**config.mk**
```make
export PLATFORM = sky130hd
export DESIGN_NAME = asfr_top
export DESIGN_NICKNAME = d
export VERILOG_FILES = /design/src/asfr_pkg.sv /design/src/asfr_fifo.sv /design/src/asfr_top.sv
export VERILOG_INCLUDE_DIRS = /design/src
export SDC_FILE = /design/constraint.sdc
export NUM_CORES = 1
export LEC_CHECK = 0
export ABC_CLOCK_PERIOD_IN_PS = 9400
export BUFFER_PORTS_ARGS = -buffer_cell sky130_fd_sc_hd__buf_2
export CAP_MARGIN = 30
export CELL_PAD_IN_SITES_DETAIL_PLACEMENT = 1
export CELL_PAD_IN_SITES_GLOBAL_PLACEMENT = 1
export CORE_UTILIZATION = 55
export CTS_CLUSTER_SIZE = 25
export DETAILED_ROUTE_END_ITERATION = 10
export PLACE_DENSITY_LB_ADDON = 0.05
export SLEW_MARGIN = 20
export SYNTH_ARGS = -nofsm -noshare
export SYNTH_HDL_FRONTEND = slang
export SYNTH_SLANG_ARGS = --single-unit
```
**constraint.sdc**
```tcl
create_clock -name clk -period 9.4 [get_ports clk]
set_clock_uncertainty 0.05 [all_clocks]
set_input_delay 1.88 -clock clk [delete_from_list [all_inputs] [get_ports clk]]
set_output_delay 1.88 -clock clk [all_outputs]
set_load 0.005 [all_outputs]
```
**src/asfr_regs.svh**
```systemverilog
// How it works
// - a send-data request with nonzero frame id yields one 0xb8 response frame
// - 0xb8 frame holds type at byte 3, frame id at 4, status at 5
// - send status codes 00 ok, 01 bad, 02 none, 03 service fail, 40 unknown
// - each valid remote device request is forwarded as a 0xb9 frame
// - 0xb9 holds request id, transport, flags, target length, target, payload
// - a host device response 0x2a yields one 0xba status frame
// - 0xba frame echoes the host response frame id at byte 4
// - response status codes 00 ok, 20 cancelled, 21 timeout, 40 unknown
// - a bad inbound frame yields a 0xfe report with cause at byte 4; one arriving while a report is still pending is dropped
// - causes 02 bad type, 03 bad length, 04 checksum mismatch
// - causes 05 payload too big, 06 string entry too long
// - causes 07 wrong state, 08 request id mismatch
// - an error report may go out alongside the 0xba for the same response
`ifndef ASFR_REGS_SVH
`define ASFR_REGS_SVH
`define ASFR_DELIM      8'h7e
`define ASFR_T_SEND_RSP 8'hb8
`define ASFR_T_DEV_REQ  8'hb9
`define ASFR_T_DEV_STS  8'hba
`define ASFR_T_FERR     8'hfe
`define ASFR_T_SEND_REQ 8'h28
`define ASFR_T_DEV_RSP  8'h2a
`define ASFR_FIFO_DEPTH 32
`define ASFR_FIFO_AW    5
`endif

```
**src/asfr_pkg.sv**
```systemverilog
package asfr_pkg;
  typedef enum logic [6:0] {
    ST_IDLE = 7'h01,
    ST_DELIM = 7'h02,
    ST_LEN_HI = 7'h04,
    ST_LEN_LO = 7'h08,
    ST_HDR = 7'h10,
    ST_BODY = 7'h20,
    ST_SUM = 7'h40
  } asfr_state_t;
  typedef enum logic [1:0] {
    K_SEND = 2'h0,
    K_DSTS = 2'h1,
    K_FERR = 2'h2,
    K_DREQ = 2'h3
  } asfr_kind_t;
endpackage

```
**src/asfr_fifo.sv**
```systemverilog
`timescale 1ns/1ns
module asfr_fifo #(
  parameter int W  = 8,
  parameter int D  = 32,
  parameter int AW = 5
) (
  // clock and reset
  input  wire logic         clk,
  input  wire logic         rst,
  // fill side
  input  wire logic         in_valid,
  output logic              in_ready,
  input  wire logic [W-1:0] in_data,
  // drain side
  output logic              out_valid,
  input  wire logic         out_ready,
  output logic [W-1:0]      out_data
);
  typedef struct packed {
    logic [AW:0] wp;
    logic [AW:0] rp;
  } asfr_fifo_st_t;
  asfr_fifo_st_t s_q, s_d;
  logic [W-1:0] mem [D];
  logic push, pop;
  assign in_ready  = (s_q.wp - s_q.rp) != (AW+1)'(D);
  assign out_valid = s_q.wp != s_q.rp;
  assign out_data  = mem[s_q.rp[AW-1:0]];
  assign push = in_valid && in_ready;
  assign pop  = out_valid && out_ready;
  always_comb begin
    s_d = s_q;
    if (push) s_d.wp = s_q.wp + 1'b1;
    if (pop) s_d.rp = s_q.rp + 1'b1;
  end
  always_ff @(posedge clk or posedge rst) begin
    if (rst) s_q <= '0;
    else s_q <= s_d;
  end
  always_ff @(posedge clk) begin
    if (push) mem[s_q.wp[AW-1:0]] <= in_data;
  end
endmodule

```
**src/asfr_top.sv**
```systemverilog
`timescale 1ns/1ns
`include "asfr_regs.svh"
module asfr_top (
  // clock and reset
  input  wire logic       clk,
  input  wire logic       rst,
  // send-data completion event
  input  wire logic       send_done,
  input  wire logic [7:0] send_fid,
  input  wire logic [7:0] send_status,
  // device-response status event
  input  wire logic       dsts_done,
  input  wire logic [7:0] dsts_fid,
  input  wire logic [7:0] dsts_status,
  // inbound frame error event
  input  wire logic       ferr_event,
  input  wire logic [7:0] ferr_cause,
  // remote device request header, then payload stream
  input  wire logic       dreq_start,
  input  wire logic [7:0] dreq_id,
  input  wire logic [7:0] dreq_transport,
  input  wire logic [7:0] dreq_flags,
  input  wire logic [7:0] dreq_tlen,
  input  wire logic [15:0] dreq_blen,
  input  wire logic       dreq_valid,
  input  wire logic [7:0] dreq_data,
  // events pending / payload byte taken
  output logic            evt_busy,
  output logic            dreq_ready,
  // byte stream to the serial link
  output logic            tx_valid,
  input  wire logic       tx_ready,
  output logic [7:0]      tx_data
);
  typedef struct packed {
    asfr_pkg::asfr_state_t st;
    asfr_pkg::asfr_kind_t  kind;
    logic [7:0]  b3;
    logic [7:0]  b4;
    logic [7:0]  b5;
    logic [7:0]  b6;
    logic [7:0]  b7;
    logic [2:0]  hidx;
    logic [2:0]  hcnt;
    logic [15:0] blen;
    logic [15:0] len;
    logic [7:0]  sum;
    logic        p_send;
    logic [15:0] p_send_w;
    logic        p_dsts;
    logic [15:0] p_dsts_w;
    logic        p_ferr;
    logic [7:0]  p_ferr_c;
    logic        busy;
    logic        rdy;
    logic        fv;
    logic [7:0]  fd;
    logic        tv;
    logic [7:0]  td;
  } asfr_st_t;
  asfr_st_t s_q, s_d;
  logic f_in_ready, f_out_valid;
  logic [7:0] f_out_data;
  logic [7:0] hb;
  // frame builder may advance: no byte is waiting on a full buffer
  logic adv;
  assign adv = !(s_q.fv && !f_in_ready);

  asfr_fifo #(.W(8), .D(`ASFR_FIFO_DEPTH), .AW(`ASFR_FIFO_AW)) u_fifo (
    .clk       (clk),
    .rst       (rst),
    .in_valid  (s_q.fv),
    .in_ready  (f_in_ready),
    .in_data   (s_q.fd),
    .out_valid (f_out_valid),
    .out_ready (!s_q.tv || tx_ready),
    .out_data  (f_out_data)
  );

  always_comb begin
    case (s_q.hidx)
      3'h0: hb = s_q.b3;
      3'h1: hb = s_q.b4;
      3'h2: hb = s_q.b5;
      3'h3: hb = s_q.b6;
      default: hb = s_q.b7;
    endcase
  end

  always_comb begin
    s_d = s_q;
    // latch events; they pend until their frame is started from idle
    if (send_done && send_fid != 8'h00 && !s_q.p_send) begin
      s_d.p_send   = 1'b1;
      s_d.p_send_w = {send_fid, send_status};
    end
    if (dsts_done && !s_q.p_dsts) begin
      s_d.p_dsts   = 1'b1;
      s_d.p_dsts_w = {dsts_fid, dsts_status};
    end
    if (ferr_event && !s_q.p_ferr) begin
      s_d.p_ferr   = 1'b1;
      s_d.p_ferr_c = ferr_cause;
    end
    s_d.rdy = 1'b0;
    if (s_q.fv && f_in_ready) s_d.fv = 1'b0;
    if (!s_d.fv) begin
      case (s_q.st)
        asfr_pkg::ST_IDLE: begin
          s_d.hidx = 3'h0;
          s_d.blen = 16'h0000;
          s_d.b6 = 8'h00;
          s_d.b7 = 8'h00;
          if (s_q.p_ferr) begin
            s_d.kind = asfr_pkg::K_FERR;
            s_d.b3 = `ASFR_T_FERR;
            s_d.b4 = s_q.p_ferr_c;
            s_d.hcnt = 3'h2;
            s_d.p_ferr = 1'b0;
            s_d.st = asfr_pkg::ST_DELIM;
          end else if (s_q.p_dsts) begin
            s_d.kind = asfr_pkg::K_DSTS;
            s_d.b3 = `ASFR_T_DEV_STS;
            s_d.b4 = s_q.p_dsts_w[15:8];
            s_d.b5 = s_q.p_dsts_w[7:0];
            s_d.hcnt = 3'h3;
            s_d.p_dsts = 1'b0;
            s_d.st = asfr_pkg::ST_DELIM;
          end else if (s_q.p_send) begin
            s_d.kind = asfr_pkg::K_SEND;
            s_d.b3 = `ASFR_T_SEND_RSP;
            s_d.b4 = s_q.p_send_w[15:8];
            s_d.b5 = s_q.p_send_w[7:0];
            s_d.hcnt = 3'h3;
            s_d.p_send = 1'b0;
            s_d.st = asfr_pkg::ST_DELIM;
          end else if (dreq_start) begin
            s_d.kind = asfr_pkg::K_DREQ;
            s_d.b3 = `ASFR_T_DEV_REQ;
            s_d.b4 = dreq_id;
            s_d.b5 = dreq_transport;
            s_d.b6 = dreq_flags;
            s_d.b7 = dreq_tlen;
            s_d.blen = dreq_blen;
            s_d.hcnt = 3'h5;
            s_d.st = asfr_pkg::ST_DELIM;
          end
          s_d.len = 16'({13'h0, s_d.hcnt}) + s_d.blen;
        end
        asfr_pkg::ST_DELIM: begin
          s_d.fv = 1'b1;
          s_d.fd = `ASFR_DELIM;
          s_d.sum = 8'h00;
          s_d.st = asfr_pkg::ST_LEN_HI;
        end
        asfr_pkg::ST_LEN_HI: begin
          s_d.fv = 1'b1;
          s_d.fd = s_q.len[15:8];
          s_d.st = asfr_pkg::ST_LEN_LO;
        end
        asfr_pkg::ST_LEN_LO: begin
          s_d.fv = 1'b1;
          s_d.fd = s_q.len[7:0];
          s_d.st = asfr_pkg::ST_HDR;
        end
        asfr_pkg::ST_HDR: begin
          s_d.fv = 1'b1;
          s_d.fd = hb;
          s_d.sum = s_q.sum + hb;
          s_d.hidx = s_q.hidx + 3'h1;
          if (s_q.hidx + 3'h1 == s_q.hcnt)
            s_d.st = (s_q.blen != 16'h0000) ? asfr_pkg::ST_BODY
                                            : asfr_pkg::ST_SUM;
        end
        asfr_pkg::ST_BODY: begin
          if (dreq_valid && !s_q.rdy) begin
            s_d.rdy = 1'b1;
            s_d.fv = 1'b1;
            s_d.fd = dreq_data;
            s_d.sum = s_q.sum + dreq_data;
            s_d.blen = s_q.blen - 16'h0001;
            if (s_q.blen == 16'h0001) s_d.st = asfr_pkg::ST_SUM;
          end
        end
        asfr_pkg::ST_SUM: begin
          s_d.fv = 1'b1;
          s_d.fd = 8'hff - s_q.sum;
          s_d.st = asfr_pkg::ST_IDLE;
        end
        default: s_d.st = asfr_pkg::ST_IDLE;
      endcase
    end
    if (!s_q.tv || tx_ready) begin
      s_d.tv = f_out_valid;
      s_d.td = f_out_data;
    end
    s_d.busy = s_d.p_send || s_d.p_dsts || s_d.p_ferr;
  end

  always_ff @(posedge clk or posedge rst) begin
    if (rst) begin
      s_q <= '0;
      s_q.st <= asfr_pkg::ST_IDLE;
    end else begin
      s_q <= s_d;
    end
  end

  assign evt_busy   = s_q.busy;
  assign dreq_ready = s_q.rdy;
  assign tx_valid   = s_q.tv;
  assign tx_data    = s_q.td;

  // event capture

  chk_send_zero_id: assert property (@(posedge clk) disable iff (rst)
    send_done && send_fid == 8'h00 && !s_q.p_send |=> !s_q.p_send)
    else $error("send response queued for zero frame id");

  chk_send_latch: assert property (@(posedge clk) disable iff (rst)
    send_done && send_fid != 8'h00 && !s_q.p_send |=> s_q.p_send)
    else $error("send completion not latched");

  chk_dsts_latch: assert property (@(posedge clk) disable iff (rst)
    dsts_done && !s_q.p_dsts |=> s_q.p_dsts)
    else $error("response status event not latched");

  chk_ferr_latch: assert property (@(posedge clk) disable iff (rst)
    ferr_event && !s_q.p_ferr |=> s_q.p_ferr)
    else $error("frame error event not latched");

  // framing

  chk_delim_first: assert property (@(posedge clk) disable iff (rst)
    s_q.st == asfr_pkg::ST_DELIM && adv |=> s_q.fd == `ASFR_DELIM)
    else $error("frame did not open with delimiter");

  chk_len_hi: assert property (@(posedge clk) disable iff (rst)
    s_q.st == asfr_pkg::ST_LEN_HI && adv
    |=> s_q.fd == $past(s_q.len[15:8]))
    else $error("length high byte wrong");

  chk_len_lo: assert property (@(posedge clk) disable iff (rst)
    s_q.st == asfr_pkg::ST_LEN_LO && adv
    |=> s_q.fd == $past(s_q.len[7:0]))
    else $error("length low byte wrong");

  chk_hdr_sum: assert property (@(posedge clk) disable iff (rst)
    s_q.st == asfr_pkg::ST_HDR && adv
    |=> s_q.sum == $past(s_q.sum) + $past(hb))
    else $error("running sum wrong");

  chk_sum_value: assert property (@(posedge clk) disable iff (rst)
    s_q.st == asfr_pkg::ST_SUM && adv |=> s_q.fd == 8'hff - $past(s_q.sum))
    else $error("checksum byte wrong");

  chk_tx_hold: assert property (@(posedge clk) disable iff (rst)
    tx_valid && !tx_ready |=> tx_valid && $stable(tx_data))
    else $error("output byte dropped before ready");

  // frame selection

  chk_dsts_echo: assert property (@(posedge clk) disable iff (rst)
    s_q.st == asfr_pkg::ST_IDLE && adv && !s_q.p_ferr && s_q.p_dsts
    |=> s_q.b4 == $past(s_q.p_dsts_w[15:8]) && s_q.b3 == `ASFR_T_DEV_STS)
    else $error("status frame id not echoed");

  chk_dsts_code: assert property (@(posedge clk) disable iff (rst)
    s_q.st == asfr_pkg::ST_IDLE && adv && !s_q.p_ferr && s_q.p_dsts
    |=> s_q.b5 == $past(s_q.p_dsts_w[7:0]))
    else $error("status frame code not carried");

  chk_ferr_prio: assert property (@(posedge clk) disable iff (rst)
    s_q.st == asfr_pkg::ST_IDLE && adv && s_q.p_ferr
    |=> s_q.b3 == `ASFR_T_FERR && s_q.hcnt == 3'h2 && !s_q.p_ferr)
    else $error("error report not started");

  chk_ferr_cause: assert property (@(posedge clk) disable iff (rst)
    s_q.st == asfr_pkg::ST_IDLE && adv && s_q.p_ferr
    |=> s_q.b4 == $past(s_q.p_ferr_c))
    else $error("error cause not carried");

  chk_send_echo: assert property (@(posedge clk) disable iff (rst)
    s_q.st == asfr_pkg::ST_IDLE && adv && !s_q.p_ferr && !s_q.p_dsts
    && s_q.p_send
    |=> s_q.b4 == $past(s_q.p_send_w[15:8])
    && s_q.b5 == $past(s_q.p_send_w[7:0]))
    else $error("send response fields not carried");

  chk_dreq_hdr: assert property (@(posedge clk) disable iff (rst)
    s_q.st == asfr_pkg::ST_IDLE && adv && !s_q.p_ferr && !s_q.p_dsts
    && !s_q.p_send && dreq_start
    |=> s_q.b4 == $past(dreq_id) && s_q.b7 == $past(dreq_tlen))
    else $error("device request header not captured");

  chk_dreq_type: assert property (@(posedge clk) disable iff (rst)
    s_q.kind == asfr_pkg::K_DREQ && s_q.st == asfr_pkg::ST_HDR
    |-> s_q.b3 == `ASFR_T_DEV_REQ && s_q.hcnt == 3'h5)
    else $error("device request header wrong");

  chk_dsts_type: assert property (@(posedge clk) disable iff (rst)
    s_q.kind == asfr_pkg::K_DSTS && s_q.st == asfr_pkg::ST_HDR
    |-> s_q.b3 == `ASFR_T_DEV_STS && s_q.hcnt == 3'h3)
    else $error("status frame header wrong");

  chk_ferr_len: assert property (@(posedge clk) disable iff (rst)
    s_q.kind == asfr_pkg::K_FERR && s_q.st == asfr_pkg::ST_LEN_HI
    |-> s_q.len == 16'h0002)
    else $error("error report length wrong");

  chk_rdy_pulse: assert property (@(posedge clk) disable iff (rst)
    s_q.rdy |=> !s_q.rdy)
    else $error("payload taken on back to back cycles");

  // header layout
  chk_send_type: assert property (@(posedge clk) disable iff (rst)
    s_q.kind == asfr_pkg::K_SEND && s_q.st == asfr_pkg::ST_HDR
    |-> s_q.b3 == `ASFR_T_SEND_RSP && s_q.hcnt == 3'h3)
    else $error("send response header wrong");
  chk_dreq_len: assert property (@(posedge clk) disable iff (rst)
    s_q.kind == asfr_pkg::K_DREQ && s_q.st == asfr_pkg::ST_LEN_HI
    |-> s_q.len == s_q.blen + 16'h0005)
    else $error("device request length wrong");
  chk_body_ready: assert property (@(posedge clk) disable iff (rst)
    s_q.rdy |-> $past(s_q.st) == asfr_pkg::ST_BODY)
    else $error("payload taken outside body");
endmodule

```
==> impl_metrics.yaml <==
place:
  gp_congestion: 0.868
  place_inst: 1857
  hpwl_um: 33500
  portBuffers: 114
  dp_slack_ns: 4.94
  post_dp_cell_area_mm2: 0.0202
clocking:
  cts-resized-gates: 0
  numCtsBuffers: 44
  root_buffer: "clkbuf_16"
  post_cts_buffers: 0
  htreeDepth: 2
  tritoncts: "done"
  clock_latency_ns: 0.56
  clk_pin_slew_ns: 0.06
  clockBufferDepth: 3
  clkSinkCount: 420
  hold_buffers: 0
synth:
  ys_types: 73
  yosysTopAreaCell: "edfxtp_1"
  syn_inst: 1353
  syn_area_mm2: 0.0191
  synth_seq_cells: 420
  synth_fp_nets: 1486
  syn_avg_cell_area_um2: 14.1
  synth.top_cell.area_share: 0.402
  ys.flop_type: "edfxtp_1"
  synth_area_leaders: "edfxtp_1 (40%), dfrtp_1 (21%), mux4_2 (9.4%)"
  ys_warn_count: 0
  async_flop_share: 0.390
  ys_seq_area_frac: 0.616
  synth_common_cells: "edfxtp_1 (256), dfrtp_1 (163), nand2_1 (99)"
  yosysMostFrequentCell: "edfxtp_1"
  synth_edf_count: 256
worst_setup_path:
  cp_slowest_cell: "and2_0"
  cp_slowest_stage_delay_ns: 0.81
  end_kind: "register"
  critPathLaunchType: "register"
  crit_arrival_ns: 4.68
  cp_top_family: "simple AND/OR/NAND/NOR gates"
  worstPathMaxFanout: 17
  critPathBufInv: 1
  crit_chain: "clkinv_1 > ha_1 > and2_1 > o21a_1 > a31o_2 > o211ai_1 > and2_0 > and3_1"
  crit_type: "reg -> reg"
  critPathRequiredTime_ns: 9.54
timing:
  maxSlewHeadroom: 0.366
  tns_ns: 0
  slew_viol_final: 0
  timing.fmax_mhz: 220
  period_minus_slack_ns: 4.54
  worst_pin_slew_ns: 0.951
  hold_viol_final: 0
  period_share: 0.483
  setup_viol: 0
  rsz0062_at_grt: "no"
  fin_ws_ns: 4.86
detailed_routing:
  drc: 0
  routedWlPerCell_um: 26.2
  vias: 12400
  via_per_inst: 6.36
  finalWirelength_um: 50900
  dr.first_iter.drc_count: 854
  ant_nets: 0
  firstDrtPassIters: 8
cells_and_area:
  fin_area_mm2: 0.0216
  area_growth_pct: 13.0
  nets: 1590
  fillers: 3225
  stdcell_count: 1942
  layout-drive-gt1-share: 0.268
grt:
  grt_util_met2: 0.513
  met1_usage: 0.377
  grtUsageTotal: 0.294
  grt.busiest_layer: "met2"
  grt_use_met3: 0.0341
  grt_pass1_wl_um: 78700
  grt_max_degree: 67
  grt_pass1_vias: 13200
  antenna_found_initial: 2
  overflow: 0
floorplanning:
  die_h_um: 189
  die-width_um: 189
  rows: 67
  initial_core_util: 0.565
  core_mm2: 0.0339
  dieArea_mm2: 0.0355
  io_pins: 115
run_status:
  run_status: "complete, no violations"
run:
  drv_cap: 0
power:
  p_leak_nw: 8.19
  max-vdd-ir-drop_v: 0.000151
  cellPowerDensity_mw_per_mm2: 294
hold_path:
  hold_class: "reg -> reg"
registers in the layout, indices dropped and copies added, names as in the netlist:
signal and count:
tx_data 8, tx_valid 1, s_q 141, dreq_ready 1
evt_busy 1, u_fifo.mem 256, u_fifo.s_q 12
layout make-up:
type | instances | area [µm²] | area share
Tap cell | 448 | 561 | 0.0259
Antenna cell | 2 | 5.00 | 0.000231
Clock inverter | 22 | 211 | 0.00978
Sequential cell | 420 | 11800 | 0.546
Multi-Input combinational cell | 815 | 6860 | 0.317
Inverter | 30 | 118 | 0.00544
Timing Repair Buffer | 146 | 853 | 0.0395
Clock buffer | 59 | 1210 | 0.0560
worst paths after layout:
check	from	end	slack [ns]	depth (start not counted)
worst max-delay path	u_fifo.s_q[4]$_DFFE_PP0P_	u_fifo.mem[25][2]$_DFFE_PP_	4.86	8
worst min-delay path	s_q[146]$_DFFE_PP0P_	s_q[146]$_DFFE_PP0P_	0.44	1
worst max register to register	u_fifo.s_q[4]$_DFFE_PP0P_	u_fifo.mem[25][2]$_DFFE_PP_	4.86	8
worst min register to register	s_q[146]$_DFFE_PP0P_	s_q[146]$_DFFE_PP0P_	0.44	1
max in group asynchronous	rst	u_fifo.s_q[0]$_DFFE_PP0P_	6.63	3
min in group asynchronous	rst	s_q[128]$_DFFE_PP0P_	1.34	2
routing by layer:
metal / wire (µm) / vias to the layer above / part of all wire
li1: - / 5424 / -
met1: 20100 / 6430 / 0.40
met2: 26700 / 396 / 0.53
met3: 2230 / 103 / 0.044
met4: 1790 / 0 / 0.035
met5: 0 / - / 0
kinds of logic (layout without fill, tap and decap cells):
logic type / count (synthesis) / in the layout / synth area share
AO/OA/AOI/OAI: 265 / 265 / 0.0941
multiplexers: 163 / 163 / 0.143
buffers and inverters: 118 / 257 / 0.0262
XOR/XNOR: 33 / 33 / 0.0151
adder cells (fa/ha/maj): 29 / 29 / 0.0198
AND/OR/NAND/NOR: 325 / 325 / 0.0859
other: 0 / 2 / 0
flip-flops: 420 / 420 / 0.616
report_power, final:
group | internal (mW) | total [mW] | leakage, nW | switching (mW)
Clock | 0.993 | 1.73 | 0.693 | 0.738
Combinational | 0.894 | 2.00 | 3.07 | 1.10
Sequential | 2.28 | 2.63 | 4.43 | 0.348
worst reg2reg max path: cells and delay by family (launching register included):
kind	cells	cell delay, ns
adder cells (fa/ha/maj)	1	0.50
flip-flops	1	0.58
buffers and inverters	1	0.41
AO/OA/AOI/OAI	3	0.98
AND/OR/NAND/NOR	3	1.65
cells in the final DEF, fill, tap and decap left out, types with 8 or more instances in the layout:
cell         n
nand3_1     21
and3_1      25
a31oi_1     14
xnor2_1     21
buf_2      117
clkbuf_1    12
o21ai_0     95
mux4_2      80
nor3_1      30
clkbuf_16   46
edfxtp_1   256
a22o_1      12
dfrtp_1    155
a22oi_1     23
nor2_1      62
o2bb2ai_1   13
nand2b_1     8
a21oi_1     33
xor2_1      12
nor4_1       8
nand4_1     13
buf_4       24
nor2b_1     18
or3_1        8
ha_1        27
mux2_2      75
inv_1       27
o31ai_1     14
nand2_1     99
a222oi_1    10
through the flow:
stage | hold slack, ns | util | power (mW)
after floorplan | 0.385 | - | 3.98
after global placement | 0.402 | 0.593 | 4.49
after detailed placement | 0.417 | 0.595 | 4.61
after CTS | 0.433 | 0.637 | 6.37
after global routing | 0.443 | 0.638 | 6.64
final | 0.436 | 0.638 | 6.36
(Power assumes the default switching activity.)
